## src/rsrc_pkg.sv

```systemverilog
// Functional notes
// RQ1 - system reset clears registers, core, 66 cycles
// RQ2 - recovery resets core, keeps most registers
// RQ3 - recovery latency at least 66 cycles
// RQ4 - watchdog reset time-out in stop recovers
// RQ5 - watchdog exception time-out recovers then raises exception
// RQ6 - enabled pin level change in stop recovers
// RQ7 - count latency, release core at end
`default_nettype none
package rsrc_pkg;
  localparam int unsigned RSRC_OSC_MHZ = 100;
  localparam int unsigned RSRC_LATENCY_CYC = 66;
  localparam int unsigned RSRC_CNT_W = 8;
  localparam logic [RSRC_CNT_W-1:0] RSRC_CNT_ZERO = 8'h00;
  localparam logic [RSRC_CNT_W-1:0] RSRC_CNT_ONE = 8'h01;
  typedef enum logic [1:0] {RSRC_RUN, RSRC_SYS_HOLD, RSRC_SMR_HOLD} rsrc_state_t;
endpackage
`default_nettype wire

```

## src/rsrc_latency_counter.sv

```systemverilog
`default_nettype none
module rsrc_latency_counter
  import rsrc_pkg::*;
#(
  parameter int unsigned CYCLES = RSRC_LATENCY_CYC
)
(
  input wire logic CLK,
  input wire logic SRST,
  input wire logic start,
  output logic busy,
  output logic done
);
  typedef struct packed {
    logic [RSRC_CNT_W-1:0] cnt_ff;
  } rsrc_cnt_state_t;
  localparam logic [RSRC_CNT_W-1:0] LOAD = CYCLES[RSRC_CNT_W-1:0];
  rsrc_cnt_state_t st_ff;
  rsrc_cnt_state_t nxt_st;
  ////////////////////////////////////////////////////////////////
  // load on start, count down to zero
  always_comb
  begin
    nxt_st = st_ff;
    if (start)
    begin
      nxt_st.cnt_ff = LOAD;
    end
    else if (st_ff.cnt_ff != RSRC_CNT_ZERO)
    begin
      nxt_st.cnt_ff = st_ff.cnt_ff - RSRC_CNT_ONE;
    end
  end
  always_ff @(posedge CLK)
  begin
    if (SRST)
    begin
      st_ff.cnt_ff <= LOAD; // hold count runs from reset
    end
    else
    begin
      st_ff <= nxt_st;
    end
  end
  assign busy = (st_ff.cnt_ff != RSRC_CNT_ZERO);
  assign done = (st_ff.cnt_ff == RSRC_CNT_ONE) && !start;
endmodule // rsrc_latency_counter
`default_nettype wire

```

## src/rsrc_reset_ctrl.sv

```systemverilog
`default_nettype none
module rsrc_reset_ctrl
  import rsrc_pkg::*;
#(
  parameter int unsigned GPIO_W = 8,
  parameter int unsigned LATENCY = RSRC_LATENCY_CYC
)
(
  input wire logic CLK,
  input wire logic SRST,
  input wire logic SYS_RESET_REQ,
  input wire logic STOP_MODE,
  input wire logic WDT_TIMEOUT,
  input wire logic WDT_RESET_MODE,
  input wire logic [GPIO_W-1:0] GPIO_IN,
  input wire logic [GPIO_W-1:0] GPIO_SMR_EN,
  output logic CORE_RST,
  output logic PERIPH_RST,
  output logic CAUSE_OSC_RST,
  output logic SMR_ACTIVE,
  output logic SMR_BY_WDT,
  output logic SMR_BY_GPIO,
  output logic WDT_SYS_EXC
);
  typedef struct packed {
    rsrc_state_t state_ff;
    logic [GPIO_W-1:0] gpio_ff;
    logic exc_pend_ff;
    logic exc_ff;
    logic by_wdt_ff;
    logic by_gpio_ff;
  } rsrc_ctrl_state_t;
  rsrc_ctrl_state_t st_ff;
  rsrc_ctrl_state_t nxt_st;
  logic cnt_start;
  logic cnt_busy;
  logic cnt_done;
  logic gpio_change;
  logic wdt_wake;
  ////////////////////////////////////////////////////////////////
  // latency counter
  rsrc_latency_counter #(.CYCLES(LATENCY)) u_cnt (
    .CLK(CLK),
    .SRST(SRST),
    .start(cnt_start),
    .busy(cnt_busy),
    .done(cnt_done)
  );
  ////////////////////////////////////////////////////////////////
  // wake sources while stopped
  assign gpio_change = |((GPIO_IN ^ st_ff.gpio_ff) & GPIO_SMR_EN); // see RQ6
  assign wdt_wake = WDT_TIMEOUT; // see RQ4
  // sequencing
  always_comb
  begin
    nxt_st = st_ff;
    cnt_start = 1'b0;
    nxt_st.gpio_ff = GPIO_IN;
    nxt_st.exc_ff = 1'b0;
    case (st_ff.state_ff)
      RSRC_RUN:
      begin
        if (SYS_RESET_REQ)
        begin
          nxt_st.state_ff = RSRC_SYS_HOLD; // see RQ1
          nxt_st.exc_pend_ff = 1'b0;
          cnt_start = 1'b1;
        end
        else if (STOP_MODE && (wdt_wake || gpio_change))
        begin
          nxt_st.state_ff = RSRC_SMR_HOLD; // see RQ2
          nxt_st.by_wdt_ff = wdt_wake;
          nxt_st.by_gpio_ff = gpio_change;
          nxt_st.exc_pend_ff = wdt_wake && !WDT_RESET_MODE; // see RQ5
          cnt_start = 1'b1;
        end
      end
      RSRC_SYS_HOLD, RSRC_SMR_HOLD:
      begin
        if (SYS_RESET_REQ && st_ff.state_ff == RSRC_SMR_HOLD)
        begin
          nxt_st.state_ff = RSRC_SYS_HOLD; // system reset overrides
          nxt_st.exc_pend_ff = 1'b0;
          cnt_start = 1'b1;
        end
        else if (cnt_done)
        begin
          nxt_st.state_ff = RSRC_RUN; // see RQ7
          nxt_st.exc_ff = st_ff.exc_pend_ff; // see RQ5
          nxt_st.exc_pend_ff = 1'b0;
        end
      end
      default:
      begin
        nxt_st.state_ff = RSRC_SYS_HOLD;
        cnt_start = 1'b1;
      end
    endcase
  end
  always_ff @(posedge CLK)
  begin
    if (SRST)
    begin
      st_ff.state_ff <= RSRC_SYS_HOLD; // see RQ1
      st_ff.gpio_ff <= '0;
      st_ff.exc_pend_ff <= 1'b0;
      st_ff.exc_ff <= 1'b0;
      st_ff.by_wdt_ff <= 1'b0;
      st_ff.by_gpio_ff <= 1'b0;
    end
    else
    begin
      st_ff <= nxt_st;
    end
  end
  ////////////////////////////////////////////////////////////////
  // outputs
  assign CORE_RST = (st_ff.state_ff != RSRC_RUN); // see RQ3
  assign PERIPH_RST = (st_ff.state_ff == RSRC_SYS_HOLD); // see RQ2
  assign CAUSE_OSC_RST = (st_ff.state_ff != RSRC_RUN);
  assign SMR_ACTIVE = (st_ff.state_ff == RSRC_SMR_HOLD);
  assign SMR_BY_WDT = st_ff.by_wdt_ff;
  assign SMR_BY_GPIO = st_ff.by_gpio_ff;
  assign WDT_SYS_EXC = st_ff.exc_ff;
endmodule // rsrc_reset_ctrl
`default_nettype wire

```

## config.mk

```make
export PLATFORM = sky130hd
export DESIGN_NAME = rsrc_reset_ctrl
export DESIGN_NICKNAME = d
export VERILOG_FILES = /design/src/rsrc_pkg.sv /design/src/rsrc_latency_counter.sv /design/src/rsrc_reset_ctrl.sv
export SDC_FILE = /design/constraint.sdc
export NUM_CORES = 1
export LEC_CHECK = 0
export ABC_AREA = 1
export ABC_CLOCK_PERIOD_IN_PS = 1500
export BUFFER_PORTS_ARGS = -buffer_cell sky130_fd_sc_hd__clkbuf_2
export CORE_ASPECT_RATIO = 0.6
export CORE_UTILIZATION = 45
export DETAILED_ROUTE_END_ITERATION = 10
export GPL_TIMING_DRIVEN = 0
export HOLD_SLACK_MARGIN = 0.05
export PLACE_DENSITY = 0.79
export SLEW_MARGIN = 30
export SYNTH_ARGS = -nofsm -noshare
export SYNTH_HDL_FRONTEND = slang
export SYNTH_SLANG_ARGS = --single-unit
```

## constraint.sdc

```tcl
create_clock -name CLK -period 1.5 [get_ports CLK]
set_input_delay 0.3 -clock CLK [delete_from_list [all_inputs] [get_ports CLK]]
set_output_delay 0.3 -clock CLK [all_outputs]
set_load 0.1 [all_outputs]
```

==> reports/results.ini, run 1 <==
[outcome]
status=finished, violations left
violations=setup timing

[routing]
vias=1150
drtAntennaViolNets=0
drc=0
initialDrtViolationCount=33
drtPass1Iterations=4
drt-total-wl_microns=2680
vias_per_cell=4.91
wl_per_cell_microns=11.4

[critical_path]
critPathMaxFanout=5
end_kind=flip-flop
cp_slowest_cell=dfxtp_2
crit_arrival_ns=1.78
crit_type=reg2reg
cp-start-kind=flip-flop
worstPathRequired_ns=1.67
crit_top_cell=nand2_2
crit_buf_inv=1
cp_cell_sequence=inv_2 -> nand2_2 -> nand3_2 -> nand2_1 -> nor2_2 -> nand3_2 -> nand2_2 -> nand2_2 -> nand2_2 -> nand3_2 -> nand2_4 -> nand4_1 -> nand2_1 -> nor2_1
cpPeakStageDelay_ns=0.33
critPathTopFamily=simple AND/OR/NAND/NOR gates

[synthesis]
syn_inst=168
avgSynthCellArea_sq_um=6.94
netlist-cell-type-count=25
synth_seq_area_share_pct=37.8
synthesis.area_sq_um=1170
yosys_warnings=0
synthesis.nets=196
ys_ff_latch=22

[place]
postPlaceCellArea_sq_um=1380
place_inst=225
place.port_buffers=27
dp_hpwl_microns=1970
gp_congestion=0.838
place_ws_ns=-0.140

[timing]
drv_slew=0
fin_hold_ws_ns=0.249
setup_violations=9
final.setup.tns_ns=-0.601
finalCritPeriodShare_pct=108
skew_ns=0.00962
hold_violations=0
finalCriticalPeriod_ns=1.62
rsz0062_at_grt=yes
relSlewSlack_pct=63.4
fmax_mhz=619
worstMarginPinSlew_ns=0.551
final.setup.worst_slack_ns=-0.115

[power]
ir_drop_mv=0.943
power_switching_mw=1.22
power_density_nw_per_um2=1700
swShare_pct=45.6
total_power_mw=2.67
clkPwrFrac_pct=13.6
leakagePower_nw=0.775
p_seq_share_pct=31.5
p_int_mw=1.45
pwr-share-comb_pct=54.9

[clock_tree]
cts_max_path_buffers=2
clkTransAtPathRegs_ns=0.08
htreeDepth=1
cts_tree=built
ctsHoldBuffers=0
clkLatencyLatePin_ns=0.26
cts_inserted_buffers=3
cts_num_sinks=22
cts-root-buf=clkbuf_8

[die]
io_pins=29
initial_utilization_pct=50.5
die-width_microns=67.7
rows=13
coreArea_sq_um=2310
die_area_sq_um=2810
die_y_microns=41.4

[cells_and_area]
areaGrowthSynthToFinish_pct=34.3
utilization_pct=67.8
stdcell_area_sq_um=1570
fin_cells=234
layout-drive-gt1-share_pct=34.8
n_antenna_cell=0
fin_nets=234

[flow_run]
maxCapViolCount=0

[global_routing]
grt_max_degree=12
grt_pass1_wl_microns=4480
overflow=0
grt_usage_pct=20.9
grt_antenna_before_repair=0
grt_pass1_vias=1115

[worst_hold_path]
hold_class=in2reg

-- cell type report --
cell class                 instances  area [sq um]
multi-input combinational        108           638
tap                               30          37.5
inverter                          36           144
fill                             192           743
buffer                             2          23.8
sequential                        22           450
timing repair buffer              33           231
clock buffer                       3          41.3
-- sequential cells by signal, summed over array words and instances (netlist names) --
register / count
SMR_BY_WDT: 1
SMR_BY_GPIO: 1
WDT_SYS_EXC: 1
st_ff: 11
u_cnt.st_ff: 8
-- timing repair --
action / 4_1_cts / 5_1_grt
pin swaps: 1 / 11
endpoints found under the setup margin: 8 / 15
gates cloned: 0 / 0
resized for setup: 12 / 16
setup buffers: 3 / 3
-- worst reg2reg max path, cell delays in order (launching register included) --
cell     delay (ns)
dfxtp_2        0.33
inv_2          0.05
nand2_2        0.05
nand3_2        0.07
nand2_1        0.09
nor2_2         0.15
nand3_2        0.11
nand2_2        0.09
nand2_2        0.05
nand2_2        0.08
nand3_2        0.09
nand2_4        0.12
nand4_1        0.10
nand2_1        0.09
nor2_1         0.05
-- final timing paths --
kind / from / to / slack (ns) / cells after the start
setup / recovery: st_ff[5] / st_ff[3] / -0.12 / 14
hold / removal: GPIO_IN[3] / st_ff[7] / 0.25 / 3
setup reg to reg: st_ff[5] / st_ff[3] / -0.12 / 14
hold reg to reg: st_ff[3] / WDT_SYS_EXC / 0.47 / 2
-- cell families (layout without fill, tap and decap cells) --
| kind of cell | after synthesis | after routing | synth area share [%] |
|---|---|---|---|
| xor+xnor | 4 | 4 | 3.00 |
| flops | 22 | 22 | 37.8 |
| compound gates | 13 | 13 | 6.65 |
| fa+ha+maj | 6 | 6 | 6.44 |
| simple gates | 85 | 85 | 33.6 |
| buf+inv | 38 | 74 | 12.6 |
-- synthesized netlist by cell type (all sizes together) --
cell    instances  share of area [%]
ha              6                6.4
dfxtp          22                 38
o21bai          1               0.64
o31ai           1               0.64
a31oi           1               0.54
xor2            2                1.5
clkbuf          1               0.32
inv            36                 12
nand3          18                9.0
xnor2           2                1.5
o211ai          1               0.64
nand4           3                1.6
buf             1               0.64
a21oi           5                2.5
o21ai           4                1.7
nor4            1               0.54
nor2           20                6.9
nor3            2               0.86
nand2          41                 15
-- cell usage in the layout (no fill, tap or decap), drive strengths merged --
cell type  count
nand2         41
nand3         18
xnor2          2
nor4           1
o21ai          4
o21bai         1
o211ai         1
clkbuf        28
xor2           2
nor3           2
clkinvlp       1
nor2          20
dfxtp         22
a21oi          5
o31ai          1
ha             6
nand4          3
buf           10
a31oi          1
inv           35
-- power by group through the flow --
stage	Sequential [mW]	Clock [mW]	Combinational, mW
2_1_floorplan	0.869	0	0.990
3_3_place_gp	0.837	0	1.18
3_5_place_dp	0.847	0	1.22
4_1_cts	0.833	0.373	1.38
5_1_grt	0.857	0.403	1.60
6_report	0.839	0.364	1.46
-- layer usage --
layer / vias to the layer above / part of all wire, % / wire (microns) / GRT usage, %
met5: - / 0 / 0 / 0
met4: 0 / 1.9 / 51 / 5.53
met3: 6 / 3.9 / 105 / 6.04
met2: 26 / 50 / 1330 / 35.0
met1: 529 / 44 / 1190 / 25.8
li1: 589 / - / - / -
Power figures use the tool's default switching activity.
==> run 2: changes to the inputs <==
Settings changed: PLACE_DENSITY 0.79 to 0.78, RECOVER_POWER from default to 25, SYNTH_HIERARCHICAL from default to 1.
==> reports/results.ini, run 2 <==
[synthesis]
syn_inst=189
avgSynthCellArea_sq_um=6.76
ys_ff_latch=22
yosysTopAreaCell=dfxtp_1
synth_edf_count=0
synth-main-ff-cell=dfxtp_1
synthTopCellsByCount=nand2_1 (52), inv_1 (33), dfxtp_1 (22)
synthesis.nets=218
netlist-cell-type-count=21
synth_area_leaders=dfxtp_1 (34%), nand2_1 (15%), inv_1 (9.7%)
synth.most_common_cell=nand2_1
yosys_warnings=6
synthesis.area_sq_um=1280
synth_top_cell_area_share_pct=34.5
synth_seq_area_share_pct=34.5
async_flop_share_pct=0

[worst_hold_path]
holdCritStartpoint=GPIO_IN[3]
hold-path-endpoint=st_ff[7]
hold_class=in2reg
whs_path_depth=3

[timing]
finalCritPeriodShare_pct=128
fmax_mhz=523
worstMarginPinSlew_ns=0.546
finalCriticalPeriod_ns=1.91
final.setup.worst_slack_ns=-0.413
drv_slew=0
skew_ns=0.00453
setup_violations=13
rsz0062_at_grt=yes
final.setup.tns_ns=-3.98
hold_violations=0
relSlewSlack_pct=63.6

[die]
die_area_sq_um=3060
rows=14
coreArea_sq_um=2590
io_pins=29
die_y_microns=43.3
initial_utilization_pct=49.3
die-width_microns=70.8

[clock_tree]
cts_inserted_buffers=3
clkTransAtPathRegs_ns=0.07
ctsHoldBuffers=0
cts_tree=built
clkLatencyLatePin_ns=0.26
htreeDepth=1
cts-root-buf=clkbuf_8
cts_num_sinks=22
cts_max_path_buffers=2

[critical_path]
worstRegToRegCells=17
crit_buf_inv=2
critPathMaxFanout=4
crit_arrival_ns=2.07
crit_type=reg2reg
r2r-start=st_ff[8]
cp_slowest_cell=dfxtp_2
crit_top_cell=nand2_2
worstPathRequired_ns=1.66
cp_cell_sequence=inv_1 -> nand2_1 -> nand3_2 -> nand2_2 -> nor2_4 -> nand3_2 -> nand2_4 -> nand2_2 -> a21oi_2 -> nand2_2 -> nor3_2 -> or2_4 -> o21ai_1 -> inv_1 -> nand3_1 -> nand2_1 -> nor2_1
cpPeakStageDelay_ns=0.32
critPathTopFamily=simple AND/OR/NAND/NOR gates
regToRegSetupSlack_ns=-0.41
reg2reg_to=st_ff[3]
end_kind=flip-flop
cp-start-kind=flip-flop

[cells_and_area]
top_register=st_ff
reg_top3=st_ff (11), u_cnt/st_ff (8)
layout-drive-gt1-share_pct=45.7
stdcell_area_sq_um=1770
final_common_cell=nand2_1
largest_reg_flops=11
fin_cells=264
fillers=224
n_antenna_cell=0
fin_nets=263
utilization_pct=68.3
final_cell_mix=nand2_1 (43), clkbuf_2 (24), inv_1 (21)
areaGrowthSynthToFinish_pct=38.6

[place]
dp_hpwl_microns=2010
place_inst=249
postPlaceCellArea_sq_um=1520
place_ws_ns=-0.575
gp_congestion=0.882
place.port_buffers=28

[routing]
vias_per_cell=4.69
vias=1237
drtAntennaViolNets=0
drc=0
wl_per_cell_microns=10.8
drt-total-wl_microns=2840
drtPass1Iterations=6
initialDrtViolationCount=75

[power]
clkPwrFrac_pct=12.1
p_seq_share_pct=28.3
ir_drop_mv=0.869
p_int_mw=1.59
swShare_pct=46.4
power_switching_mw=1.38
leakagePower_nw=0.870
power_density_nw_per_um2=1680
pwr-share-comb_pct=59.7

[global_routing]
grt_max_degree=12
grt_pass1_vias=1068
grt_antenna_before_repair=0
grt_pass1_wl_microns=4530
grt_usage_pct=19.2
overflow=0

[flow_run]
maxCapViolCount=0

[outcome]
violations=setup timing
status=finished, violations left

-- run 2: tightest hold or removal path, cell delays in order --
cell and delay [ns]:
clkbuf_2 0.09, inv_2 0.05, nor2_1 0.03
-- run 2: layer usage --
metal	global-route usage, %	wire, microns
met4	4.80	22
met2	29.0	1210
met3	3.56	123
met5	0	0
met1	27.8	1480
-- run 2: cells by family (layout without fill, tap and decap cells) --
group | count (synthesis) | in the layout | synth area share [%]
buffers and inverters | 37 | 80 | 11.2
flip-flops | 22 | 22 | 34.5
AO/OA/AOI/OAI | 12 | 12 | 6.46
AND/OR/NAND/NOR | 111 | 111 | 41.0
adder cells (fa/ha/maj) | 7 | 7 | 6.86
-- run 2: how the worst max path moves through the flow --
stage	startpoint	slack, ns	cells after the start	end
global route	st_ff[9]	-0.55	16	st_ff[3]
finish	st_ff[8]	-0.41	17	st_ff[3]
detailed placement	GPIO_IN[0]	-0.57	18	st_ff[3]
CTS	st_ff[11]	-0.41	17	st_ff[3]
global placement	GPIO_IN[0]	-0.56	18	st_ff[3]
floorplan	st_ff[4]	-0.24	17	st_ff[3]
-- run 2: layout make-up --
| class | instances | area (sq um) | area share, % |
|---|---|---|---|
| tap | 32 | 40.0 | 2.26 |
| buffer | 1 | 3.75 | 0.212 |
| timing repair buffer | 41 | 280 | 15.8 |
| sequential | 22 | 455 | 25.7 |
| inverter | 35 | 150 | 8.48 |
| clock buffer | 3 | 41.3 | 2.33 |
| multi-input combinational | 130 | 800 | 45.2 |
-- run 2: through the flow --
step,power (mW),hold WS [ns]
6_report,2.97,0.235
4_1_cts,2.80,0.238
3_3_place_gp,2.26,0.452
2_1_floorplan,2.05,0.362
5_1_grt,3.17,0.244
3_5_place_dp,2.28,0.449
-- run 2: what timing repair did --
| item | 4_1_cts | 5_1_grt |
|---|---|---|
| pin swaps | 10 | 16 |
| setup endpoints to repair | 16 | 17 |
| hold endpoints to repair | 0 | 0 |
| buffers inserted | 9 | 5 |
| resized for setup | 13 | 29 |
-- run 2: power by group through the flow --
stage / Sequential (mW) / Combinational (mW) / Clock (mW)
after floorplan: 0.859 / 1.19 / 0
after global placement: 0.850 / 1.41 / 0
after detailed placement: 0.848 / 1.43 / 0
after CTS: 0.835 / 1.60 / 0.373
after global routing: 0.856 / 1.92 / 0.395
final: 0.839 / 1.77 / 0.358
